==> config.mk <==
export PLATFORM = sky130hd
export DESIGN_NAME = bps_pin_select
export DESIGN_NICKNAME = d
export VERILOG_FILES = /design/src/bps_pkg.sv /design/src/bps_mode_decode.sv /design/src/bps_port_mux.sv /design/src/bps_pin_select.sv
export SDC_FILE = /design/constraint.sdc
export NUM_CORES = 1
export LEC_CHECK = 0
export ABC_AREA = 1
export CORE_MARGIN = 3
export CORE_UTILIZATION = 25
export CTS_CLUSTER_SIZE = 20
export DETAILED_ROUTE_END_ITERATION = 12
export DONT_BUFFER_PORTS = 1
export PLACE_DENSITY = 0.38
export SLEW_MARGIN = 20
export SYNTH_ARGS = -nofsm -noshare
export SYNTH_HDL_FRONTEND = slang
export SYNTH_SLANG_ARGS = --single-unit
==> constraint.sdc <==
create_clock -name pclk -period 1.88 [get_ports pclk]
set_clock_uncertainty 0.05 [all_clocks]
set_input_delay 0.282 -clock pclk [delete_from_list [all_inputs] [get_ports pclk]]
set_output_delay 0.282 -clock pclk [all_outputs]
set_load 0.01 [all_outputs]
==> src/bps_pkg.sv <==
// Constants, register map and carrier types for the bus port pin function select block.
// Assumes a 32-bit APB slave port clocked by pclk at 100 MHz.
package bps_pkg;

  // ----------------------------------------------------------------
  // Bus and port widths
  // ----------------------------------------------------------------
  localparam int unsigned ADDR_W   = 8;
  localparam int unsigned DATA_W   = 32;
  localparam int unsigned PORT_W   = 8;
  localparam int unsigned MODE_W   = 3;
  localparam int unsigned DBUS_W   = 16;
  localparam int unsigned IRQ_W    = 4;

  // ----------------------------------------------------------------
  // Register byte offsets
  // ----------------------------------------------------------------
  localparam logic [ADDR_W-1:0] OFS_UPPER_DIR   = 8'h00;
  localparam logic [ADDR_W-1:0] OFS_UPPER_DATA  = 8'h04;
  localparam logic [ADDR_W-1:0] OFS_UPPER_PINS  = 8'h08;
  localparam logic [ADDR_W-1:0] OFS_LOWER_DIR   = 8'h0C;
  localparam logic [ADDR_W-1:0] OFS_LOWER_DATA  = 8'h10;
  localparam logic [ADDR_W-1:0] OFS_LOWER_PINS  = 8'h14;
  localparam logic [ADDR_W-1:0] OFS_CTRLP_DIR   = 8'h18;
  localparam logic [ADDR_W-1:0] OFS_CTRLP_DATA  = 8'h1C;
  localparam logic [ADDR_W-1:0] OFS_CTRLP_PINS  = 8'h20;
  localparam logic [ADDR_W-1:0] OFS_BUS_CTRL    = 8'h24;
  localparam logic [ADDR_W-1:0] OFS_STATUS      = 8'h28;

  // ----------------------------------------------------------------
  // Control port pin positions
  // ----------------------------------------------------------------
  localparam int unsigned PIN_CLK   = 7;
  localparam int unsigned PIN_AS    = 6;
  localparam int unsigned PIN_RD    = 5;
  localparam int unsigned PIN_HWR   = 4;
  localparam int unsigned PIN_LWR   = 3;
  localparam int unsigned PIN_WAIT  = 2;
  localparam int unsigned PIN_GRANT = 1;
  localparam int unsigned PIN_BUS_REQUEST_IN  = 0;

  // ----------------------------------------------------------------
  // Reset values and mode codes
  // ----------------------------------------------------------------
  localparam logic [PORT_W-1:0] DIR_RESET   = 8'h00;
  localparam logic [PORT_W-1:0] DATA_RESET  = 8'h00;
  localparam logic [MODE_W-1:0] MODE_RESET  = 3'h7;
  localparam logic [MODE_W-1:0] MODE_SC_A   = 3'h3;
  localparam logic [MODE_W-1:0] MODE_SC_B   = 3'h7;
  localparam logic [MODE_W-1:0] MODE_NONE   = 3'h0;

  // ----------------------------------------------------------------
  // Carrier types
  // ----------------------------------------------------------------
  typedef struct packed {
    logic bus_width_16;
    logic bus_release_enable;
    logic bus_request_out_enable;
    logic wait_input_enable;
  } bps_ctrl_s;

  localparam logic [3:0] CTRL_RESET = 4'h0;

  typedef struct packed {
    logic [PORT_W-1:0] out;
    logic [PORT_W-1:0] oe;
  } bps_pad_s;

  typedef struct packed {
    logic [DBUS_W-1:0] data_out;
    logic              data_oe;
    logic              addr_strobe;
    logic              read_strobe;
    logic              high_byte_write_strobe;
    logic              low_byte_write_strobe;
    logic              bus_request_out;
    logic              bus_grant_out;
    logic              sys_clk_level;
  } bps_core_s;

endpackage : bps_pkg

==> src/bps_mode_decode.sv <==
// Operating mode decoder: expanded bus modes against single-chip modes.
// Assumes a static three-bit mode code; code 0 is not a legal mode.
`timescale 1ns/1ps
module bps_mode_decode
(
  input  wire logic [bps_pkg::MODE_W-1:0] mode,
  output logic                            expanded,
  output logic                            legal
);

  // ----------------------------------------------------------------
  // Decode
  // ----------------------------------------------------------------
  // Unused code falls back to single-chip so no pin drives a bus
  always_comb
  begin
    legal    = (mode != bps_pkg::MODE_NONE);
    expanded = legal && (mode != bps_pkg::MODE_SC_A) && (mode != bps_pkg::MODE_SC_B);
  end

endmodule : bps_mode_decode

==> src/bps_port_mux.sv <==
// Per-bit pin multiplexer between a dedicated function and general I/O.
// Assumes function selects and direction bits are stable registers.
`timescale 1ns/1ps
module bps_port_mux
(
  input  wire logic [bps_pkg::PORT_W-1:0] func_en,
  input  wire logic [bps_pkg::PORT_W-1:0] func_out,
  input  wire logic [bps_pkg::PORT_W-1:0] func_oe,
  input  wire logic [bps_pkg::PORT_W-1:0] dir,
  input  wire logic [bps_pkg::PORT_W-1:0] data,
  output bps_pkg::bps_pad_s               pad
);

  // ----------------------------------------------------------------
  // Per-bit selection
  // ----------------------------------------------------------------
  genvar i;
  generate
    for (i = 0; i < bps_pkg::PORT_W; i++)
    begin : g_bit
      assign pad.out[i] = func_en[i] ? func_out[i] : data[i];
      assign pad.oe[i]  = func_en[i] ? func_oe[i]  : dir[i];
    end
  endgenerate

endmodule : bps_port_mux

==> src/bps_pin_select.sv <==
// Pin function select for the upper data, lower data and control ports.
// Assumes pin inputs synchronous to pclk, a static mode strap, and an APB master.
//
// The implementer's own choices: the address map and the APB register port.
`timescale 1ns/1ps

// Functional notes
// Upper port is data bus in expanded modes
// Lower port data bus only with 16-bit width
// Clock pin direction bit; reset value follows mode
// Expanded modes dedicate four strobe pins
// Single-chip: low four pins also feed interrupts
// Wait and request off: bit 2 general I/O
// Wait enabled: bit 2 is wait input
// Request output enabled: bit 2 drives request
// Release disabled: bits 1, 0 general I/O
// Release enabled: request in, grant out
// Bits 1, 0 always feed interrupts
// General I/O direction follows its bit
// Mode latched at reset, classified expanded/single
module bps_pin_select
(
  input  wire logic                            pclk,
  input  wire logic                            presetn,
  input  wire logic                            psel,
  input  wire logic                            penable,
  input  wire logic                            pwrite,
  input  wire logic [bps_pkg::ADDR_W-1:0]      paddr,
  input  wire logic [bps_pkg::DATA_W-1:0]      pwdata,
  output logic      [bps_pkg::DATA_W-1:0]      prdata,
  output logic                                 pready,
  output logic                                 pslverr,
  input  wire logic [bps_pkg::MODE_W-1:0]      mode_pins,
  input  wire bps_pkg::bps_core_s              core,
  input  wire logic [bps_pkg::PORT_W-1:0]      upper_pin_in,
  output logic      [bps_pkg::PORT_W-1:0]      upper_pin_out,
  output logic      [bps_pkg::PORT_W-1:0]      upper_pin_oe,
  input  wire logic [bps_pkg::PORT_W-1:0]      lower_pin_in,
  output logic      [bps_pkg::PORT_W-1:0]      lower_pin_out,
  output logic      [bps_pkg::PORT_W-1:0]      lower_pin_oe,
  input  wire logic [bps_pkg::PORT_W-1:0]      ctrl_pin_in,
  output logic      [bps_pkg::PORT_W-1:0]      ctrl_pin_out,
  output logic      [bps_pkg::PORT_W-1:0]      ctrl_pin_oe,
  output logic      [bps_pkg::DBUS_W-1:0]      data_bus_in,
  output logic                                 wait_in,
  output logic                                 bus_request_in,
  output logic      [bps_pkg::IRQ_W-1:0]       ext_interrupt
);

  // ----------------------------------------------------------------
  // State
  // ----------------------------------------------------------------
  typedef struct packed {
    logic                          init_done;
    logic [bps_pkg::MODE_W-1:0]    mode;
    logic [bps_pkg::PORT_W-1:0]    upper_dir;
    logic [bps_pkg::PORT_W-1:0]    upper_data;
    logic [bps_pkg::PORT_W-1:0]    lower_dir;
    logic [bps_pkg::PORT_W-1:0]    lower_data;
    logic [bps_pkg::PORT_W-1:0]    ctrl_dir;
    logic [bps_pkg::PORT_W-1:0]    ctrl_data;
    bps_pkg::bps_ctrl_s            bus_ctrl;
    logic                          pready;
    logic                          pslverr;
    logic [bps_pkg::DATA_W-1:0]    prdata;
    bps_pkg::bps_pad_s             upper_pad;
    bps_pkg::bps_pad_s             lower_pad;
    bps_pkg::bps_pad_s             ctrl_pad;
    logic [bps_pkg::DBUS_W-1:0]    data_bus_in;
    logic                          wait_in;
    logic                          bus_request_in;
    logic [bps_pkg::IRQ_W-1:0]     ext_interrupt;
  } bps_state_s;

  bps_state_s st;
  bps_state_s next_st;

  // ----------------------------------------------------------------
  // Mode decode
  // ----------------------------------------------------------------
  logic expanded;
  logic mode_legal;
  logic strap_expanded;
  logic strap_legal;

  bps_mode_decode u_mode_run
  (
    .mode     (st.mode),
    .expanded (expanded),
    .legal    (mode_legal)
  );

  // Strap decode only used in the capture cycle
  bps_mode_decode u_mode_strap
  (
    .mode     (mode_pins),
    .expanded (strap_expanded),
    .legal    (strap_legal)
  );

  // ----------------------------------------------------------------
  // Function selects
  // ----------------------------------------------------------------
  logic [bps_pkg::PORT_W-1:0] upper_fen;
  logic [bps_pkg::PORT_W-1:0] upper_fout;
  logic [bps_pkg::PORT_W-1:0] upper_foe;
  logic [bps_pkg::PORT_W-1:0] lower_fen;
  logic [bps_pkg::PORT_W-1:0] lower_fout;
  logic [bps_pkg::PORT_W-1:0] lower_foe;
  logic [bps_pkg::PORT_W-1:0] ctrl_fen;
  logic [bps_pkg::PORT_W-1:0] ctrl_fout;
  logic [bps_pkg::PORT_W-1:0] ctrl_foe;
  logic                       wait_sel;
  logic                       bus_request_in_out_sel;

  always_comb
  begin
    upper_fen  = {bps_pkg::PORT_W{expanded}};
    upper_fout = core.data_out[bps_pkg::DBUS_W-1:bps_pkg::PORT_W];
    upper_foe  = {bps_pkg::PORT_W{core.data_oe}};
    lower_fen  = {bps_pkg::PORT_W{expanded && st.bus_ctrl.bus_width_16}};
    lower_fout = core.data_out[bps_pkg::PORT_W-1:0];
    lower_foe  = {bps_pkg::PORT_W{core.data_oe}};
    ctrl_fen   = {bps_pkg::PORT_W{1'b0}};
    ctrl_fout  = {bps_pkg::PORT_W{1'b0}};
    ctrl_foe   = {bps_pkg::PORT_W{1'b0}};
    // Request output wins if software sets both enables
    bus_request_in_out_sel = expanded && st.bus_ctrl.bus_request_out_enable;
    wait_sel     = expanded && st.bus_ctrl.wait_input_enable && !bus_request_in_out_sel;
    // Clock pin: function only when its direction bit is set, all modes
    ctrl_fen[bps_pkg::PIN_CLK]  = st.ctrl_dir[bps_pkg::PIN_CLK];
    ctrl_fout[bps_pkg::PIN_CLK] = core.sys_clk_level;
    ctrl_foe[bps_pkg::PIN_CLK]  = 1'b1;
    if (expanded)
    begin
      ctrl_fen[bps_pkg::PIN_AS]   = 1'b1;
      ctrl_fen[bps_pkg::PIN_RD]   = 1'b1;
      ctrl_fen[bps_pkg::PIN_HWR]  = 1'b1;
      ctrl_fen[bps_pkg::PIN_LWR]  = 1'b1;
      ctrl_fout[bps_pkg::PIN_AS]  = core.addr_strobe;
      ctrl_fout[bps_pkg::PIN_RD]  = core.read_strobe;
      ctrl_fout[bps_pkg::PIN_HWR] = core.high_byte_write_strobe;
      ctrl_fout[bps_pkg::PIN_LWR] = core.low_byte_write_strobe;
      ctrl_foe[bps_pkg::PIN_AS]   = 1'b1;
      ctrl_foe[bps_pkg::PIN_RD]   = 1'b1;
      ctrl_foe[bps_pkg::PIN_HWR]  = 1'b1;
      ctrl_foe[bps_pkg::PIN_LWR]  = 1'b1;
    end
    // Both enables clear leaves bit 2 to its direction bit
    ctrl_fen[bps_pkg::PIN_WAIT]  = wait_sel || bus_request_in_out_sel;
    ctrl_fout[bps_pkg::PIN_WAIT] = bus_request_in_out_sel && core.bus_request_out;
    ctrl_foe[bps_pkg::PIN_WAIT]  = bus_request_in_out_sel;
    if (expanded && st.bus_ctrl.bus_release_enable)
    begin
      ctrl_fen[bps_pkg::PIN_GRANT]  = 1'b1;
      ctrl_fout[bps_pkg::PIN_GRANT] = core.bus_grant_out;
      ctrl_foe[bps_pkg::PIN_GRANT]  = 1'b1;
      ctrl_fen[bps_pkg::PIN_BUS_REQUEST_IN]   = 1'b1;
      ctrl_foe[bps_pkg::PIN_BUS_REQUEST_IN]   = 1'b0;
    end
  end

  // ----------------------------------------------------------------
  // Pin multiplexers
  // ----------------------------------------------------------------
  bps_pkg::bps_pad_s upper_pad;
  bps_pkg::bps_pad_s lower_pad;
  bps_pkg::bps_pad_s ctrl_pad;

  bps_port_mux u_upper
  (
    .func_en  (upper_fen),
    .func_out (upper_fout),
    .func_oe  (upper_foe),
    .dir      (st.upper_dir),
    .data     (st.upper_data),
    .pad      (upper_pad)
  );

  bps_port_mux u_lower
  (
    .func_en  (lower_fen),
    .func_out (lower_fout),
    .func_oe  (lower_foe),
    .dir      (st.lower_dir),
    .data     (st.lower_data),
    .pad      (lower_pad)
  );

  // Release disabled leaves bits 1 and 0 to the general I/O path
  bps_port_mux u_ctrl
  (
    .func_en  (ctrl_fen),
    .func_out (ctrl_fout),
    .func_oe  (ctrl_foe),
    .dir      (st.ctrl_dir),
    .data     (st.ctrl_data),
    .pad      (ctrl_pad)
  );

  // ----------------------------------------------------------------
  // Register read mux
  // ----------------------------------------------------------------
  logic [bps_pkg::DATA_W-1:0] rd_value;
  logic                       rd_hit;

  always_comb
  begin
    rd_value = {bps_pkg::DATA_W{1'b0}};
    rd_hit   = 1'b1;
    case (paddr)
      bps_pkg::OFS_UPPER_DIR:  rd_value[bps_pkg::PORT_W-1:0] = st.upper_dir;
      bps_pkg::OFS_UPPER_DATA: rd_value[bps_pkg::PORT_W-1:0] = st.upper_data;
      bps_pkg::OFS_UPPER_PINS: rd_value[bps_pkg::PORT_W-1:0] = upper_pin_in;
      bps_pkg::OFS_LOWER_DIR:  rd_value[bps_pkg::PORT_W-1:0] = st.lower_dir;
      bps_pkg::OFS_LOWER_DATA: rd_value[bps_pkg::PORT_W-1:0] = st.lower_data;
      bps_pkg::OFS_LOWER_PINS: rd_value[bps_pkg::PORT_W-1:0] = lower_pin_in;
      bps_pkg::OFS_CTRLP_DIR:  rd_value[bps_pkg::PORT_W-1:0] = st.ctrl_dir;
      bps_pkg::OFS_CTRLP_DATA: rd_value[bps_pkg::PORT_W-1:0] = st.ctrl_data;
      bps_pkg::OFS_CTRLP_PINS: rd_value[bps_pkg::PORT_W-1:0] = ctrl_pin_in;
      bps_pkg::OFS_BUS_CTRL:   rd_value[3:0]                 = st.bus_ctrl;
      // Status: mode, expanded flag, legal flag, bit 2 wait and request output functions
      bps_pkg::OFS_STATUS:     rd_value[7:0] = {bus_request_in_out_sel, wait_sel, mode_legal, expanded,
                                                 1'b0, st.mode};
      default:                 rd_hit = 1'b0;
    endcase
  end

  // ----------------------------------------------------------------
  // Next state
  // ----------------------------------------------------------------
  logic access;
  logic do_write;

  always_comb
  begin
    next_st         = st;
    access          = psel && penable;
    do_write        = access && st.pready && pwrite && !st.pslverr;
    next_st.pready  = 1'b0;
    next_st.pslverr = 1'b0;
    // First edge after release: catch the strap and set clock pin direction
    if (!st.init_done)
    begin
      next_st.init_done                 = 1'b1;
      next_st.mode                      = mode_pins;
      next_st.ctrl_dir[bps_pkg::PIN_CLK] = strap_expanded;
    end
    // Answer in the second access cycle; write lands on the pready edge
    if (access && !st.pready)
    begin
      next_st.pready  = 1'b1;
      next_st.pslverr = !rd_hit;
      next_st.prdata  = rd_value;
    end
    if (do_write)
    begin
      case (paddr)
        bps_pkg::OFS_UPPER_DIR:  next_st.upper_dir  = pwdata[bps_pkg::PORT_W-1:0];
        bps_pkg::OFS_UPPER_DATA: next_st.upper_data = pwdata[bps_pkg::PORT_W-1:0];
        bps_pkg::OFS_LOWER_DIR:  next_st.lower_dir  = pwdata[bps_pkg::PORT_W-1:0];
        bps_pkg::OFS_LOWER_DATA: next_st.lower_data = pwdata[bps_pkg::PORT_W-1:0];
        bps_pkg::OFS_CTRLP_DIR:  next_st.ctrl_dir   = pwdata[bps_pkg::PORT_W-1:0];
        bps_pkg::OFS_CTRLP_DATA: next_st.ctrl_data  = pwdata[bps_pkg::PORT_W-1:0];
        bps_pkg::OFS_BUS_CTRL:   next_st.bus_ctrl   = pwdata[3:0];
        default:                 next_st.init_done  = 1'b1;
      endcase
    end
    // Pads and core-facing inputs, one register stage
    next_st.upper_pad   = upper_pad;
    next_st.lower_pad   = lower_pad;
    next_st.ctrl_pad    = ctrl_pad;
    next_st.data_bus_in = {upper_pin_in, lower_pin_in};
    next_st.wait_in        = wait_sel && ctrl_pin_in[bps_pkg::PIN_WAIT];
    next_st.bus_request_in = expanded && st.bus_ctrl.bus_release_enable
                             && ctrl_pin_in[bps_pkg::PIN_BUS_REQUEST_IN];
    // Interrupt feeds: bit 3 only where it is not the write strobe
    next_st.ext_interrupt[3] = !expanded && ctrl_pin_in[bps_pkg::PIN_LWR];
    next_st.ext_interrupt[2] = ctrl_pin_in[bps_pkg::PIN_WAIT];
    next_st.ext_interrupt[1] = ctrl_pin_in[bps_pkg::PIN_GRANT];
    next_st.ext_interrupt[0] = ctrl_pin_in[bps_pkg::PIN_BUS_REQUEST_IN];
  end

  // ----------------------------------------------------------------
  // Registers
  // ----------------------------------------------------------------
  // Reset mode is single-chip so every pin stays an input until the strap lands
  always_ff @(posedge pclk or negedge presetn)
  begin
    if (!presetn)
    begin
      st            <= '0;
      st.mode       <= bps_pkg::MODE_RESET;
      st.upper_dir  <= bps_pkg::DIR_RESET;
      st.upper_data <= bps_pkg::DATA_RESET;
      st.lower_dir  <= bps_pkg::DIR_RESET;
      st.lower_data <= bps_pkg::DATA_RESET;
      st.ctrl_dir   <= bps_pkg::DIR_RESET;
      st.ctrl_data  <= bps_pkg::DATA_RESET;
      st.bus_ctrl   <= bps_pkg::CTRL_RESET;
    end
    else
    begin
      st <= next_st;
    end
  end

  // ----------------------------------------------------------------
  // Outputs
  // ----------------------------------------------------------------
  assign prdata         = st.prdata;
  assign pready         = st.pready;
  assign pslverr        = st.pslverr;
  assign upper_pin_out  = st.upper_pad.out;
  assign upper_pin_oe   = st.upper_pad.oe;
  assign lower_pin_out  = st.lower_pad.out;
  assign lower_pin_oe   = st.lower_pad.oe;
  assign ctrl_pin_out   = st.ctrl_pad.out;
  assign ctrl_pin_oe    = st.ctrl_pad.oe;
  assign data_bus_in    = st.data_bus_in;
  assign wait_in        = st.wait_in;
  assign bus_request_in = st.bus_request_in;
  assign ext_interrupt  = st.ext_interrupt;

endmodule : bps_pin_select

==> metrics.txt <==
worst reg-to-reg setup slack=0.16 ns; status=complete, but fails checks; CP max-delay cell=dfstp_2; Slew headroom=0.644; worst r2r path cells=9; Tcrit/Tclk final=0.913; Worst Tran Pin Value=0.533 ns; Routability Congestion=0.892; Worst Path Required=2.14 ns; Rows=57; DRC Markers=0; Reg2Reg Capture Point=prdata[6]; ant diodes=0; switch share=0.253; layout cells sized above 1=0.101; initial antenna violation count=1; Crit Path Class=flip-flop to flip-flop; Syn Inst Count=737; pwr dens=921 nW/um2; commonest non-fill, non-tap cell in the layout=nand2_1; WL met3=1.11 mm; critical path endpoint category=flip-flop; first-pass GRT wire length=29.2 mm; failing checks=negative hold slack; CP arrival=1.98 ns; hold_ws=-0.491 ns; synth-to-layout area growth=12.0%; average wire per standard cell=18.8 um; vias in the first global route=4,774; H-tree depth=4; global-route usage over all layers=0.148; Mapped Area=6350 um2; Die Y=165 um; die span in x=165 um; Num Clock Sinks=136; Crit Reg-Reg Startpoint=st[158]; Seq pwr share=0.477; Clock Tree Root=clkbuf_16; clk buf depth=2; number of synthesized register bits=136; syn_area_per_cell=8.62 um2; Gate power share=0.050; detailed placement HPWL=14.8 mm; drt via density=4.25; Fin Setup TNS=0 ns; final count of hold timing violations=136; Initial Util=0.257; Ys Warns=0; clk slew on worst S/H paths=0.06 ns; Seq/Total Area, Yosys=0.536; NumNets Final=823; worst path cell trace=nor2_1 -> nand2_1 -> nand2_2 -> inv_4 -> nand2_1 -> nand4_1 -> nand3_1 -> nand2_1 -> nand2_1; I/O Buffers=0; RSZ-0062 raised after global routing=false; DR WL met2=9.82 mm; setup bufs post-CTS=0; largest net degree at the start of global routing=137; I/O Pins=200; Period minus WS final=1.72 ns; Hold Path Class=input port to asynchronous set/reset pin; Lkg Pwr=3.52 nW; Clock power frac=0.473; Max Slew Vio Count=0; worst skew pair latency=0.42 ns; Max Cap Violations=0; Critical Path Most Common Cell=nand2_1; most frequent cells in the layout=280 x nand2_1, 133 x dfrtp_1, 54 x o21ai_0; Inst Count DP=987; Worst Setup Start Kind=flip-flop; TritonCTS clock tree=built; Final Setup Violations=0; Synth cell types=30; via count=4,524; post-route insts no fill=1,064; DR pass1 iterations=4; core area=24,700 um2; Net Sw Power=1.66 mW; total wire length=20.0 mm; Met1 Routed Length=8.77 mm; crit-path max FO=9; Hold-fix buffers, CTS=45; Starting DRT DRC Count=232; Fmax achieved=0.583 GHz; Die ar.=27,400 um2; top routing layer in use=met4; CTS buffer count=17; DRT antenna net count=0; Overflow after GRT=0; P_int=4.90 mW; crit-path max cell delay=0.57 ns; peak supply drop=0.478 mV
power groups by stage:
stage               logic, mW  registers [mW]  clock network (mW)
floorplan               0.365            3.11                   0
finish                  0.330            3.13                3.10
global placement        0.253            3.18                   0
global route            0.369            3.14                3.34
detailed placement      0.256            3.19                   0
CTS                     0.334            3.13                3.21
through the flow:
stage	cell area, um2	power [mW]	setup slack (ns)	utilization	hold WS (ns)
2_1_floorplan	6440	3.48	0.272	-	-0.0636
3_3_place_gp	6120	3.44	0.0807	0.248	-0.0571
3_5_place_dp	6120	3.44	0.0661	0.248	-0.0542
4_1_cts	7110	6.68	0.0476	0.288	-0.515
5_1_grt	7120	6.85	0.0402	0.288	-0.519
6_report	7120	6.56	0.164	0.288	-0.491
area by class of cell:
type                            instances  area [um2]
Clock inverter                         12        96.3
Tap cell                              324         405
Clock buffer                           20         447
Inverter                               37         141
Fill cell                            2700       17600
Sequential cell                       136        3410
Timing Repair Buffer                   58         548
Multi-Input combinational cell        477        2070
cells by family after synthesis:
kind of cell | Yosys count | share of synthesized area
AO/OA/AOI/OAI | 63 | 0.0514
other | 2 | 0.00118
flip-flops | 136 | 0.536
AND/OR/NAND/NOR | 386 | 0.254
buffers and inverters | 147 | 0.152
multiplexers | 3 | 0.00532
what timing repair did:
| action | in CTS | in global routing |
|---|---|---|
| resized for setup | 0 | 2 |
| endpoints found under the setup margin | 0 | 6 |
| hold endpoints to repair | 183 | 136 |
cell usage after synthesis:
cell type / instances / area share
clkbuf_1: 3 / 0.0018
dfrtp_1: 133 / 0.52
dfstp_2: 3 / 0.012
nand3_2: 1 / 0.0016
buf_6: 4 / 0.0071
nor2_4: 6 / 0.011
nor3_1: 1 / 0.00079
o21ai_1: 3 / 0.0024
inv_1: 35 / 0.021
o32ai_1: 1 / 0.0014
nand2_1: 280 / 0.17
nor3_4: 1 / 0.0026
buf_4: 101 / 0.12
a32o_1: 1 / 0.0016
a31oi_1: 2 / 0.0020
nand4_1: 1 / 0.00099
buf_2: 2 / 0.0016
nand3_4: 1 / 0.0028
nand2_2: 4 / 0.0039
o21ai_0: 54 / 0.043
a21oi_1: 2 / 0.0016
mux2_2: 3 / 0.0053
nor2_2: 5 / 0.0049
conb_1: 2 / 0.0012
nor3b_1: 1 / 0.0012
nand3_1: 33 / 0.026
inv_2: 2 / 0.0012
nor2_1: 47 / 0.028
or2_2: 4 / 0.0039
nand2_4: 1 / 0.0018
worst max-delay path: cells and delay by family (launching register included):
family        cells  cell delay, ns
buf+inv           1            0.14
flops             1            0.57
simple gates      8            0.85
state kept, by name, summed over array words and instances, names as in the netlist, 4 cells and up:
name           cells
upper_pin_oe       8
data_bus_in       16
ctrl_pin_out       8
st                55
lower_pin_out      8
ext_interrupt      4
lower_pin_oe       8
ctrl_pin_oe        8
prdata             8
upper_pin_out      8
worst max path at each step:
stage                        from         endpoint  slack, ns  depth (start not counted)
after global routing      st[158]  upper_pin_oe[0]       0.04                          7
after detailed placement  st[158]        prdata[6]       0.07                          9
after CTS                 st[158]        prdata[6]       0.05                          9
after floorplan           st[157]  lower_pin_oe[5]       0.27                          8
final                     st[158]        prdata[6]       0.16                          9
after global placement    st[158]        prdata[6]       0.08                          9
metal layers:
layer | GRT usage | vias to the layer above
met5 | 0 | -
met4 | 0.0442 | 0
met3 | 0.0362 | 22
met2 | 0.250 | 162
met1 | 0.188 | 2185
li1 | - | 2155
Note: power is estimated with default switching activity, not from simulation.
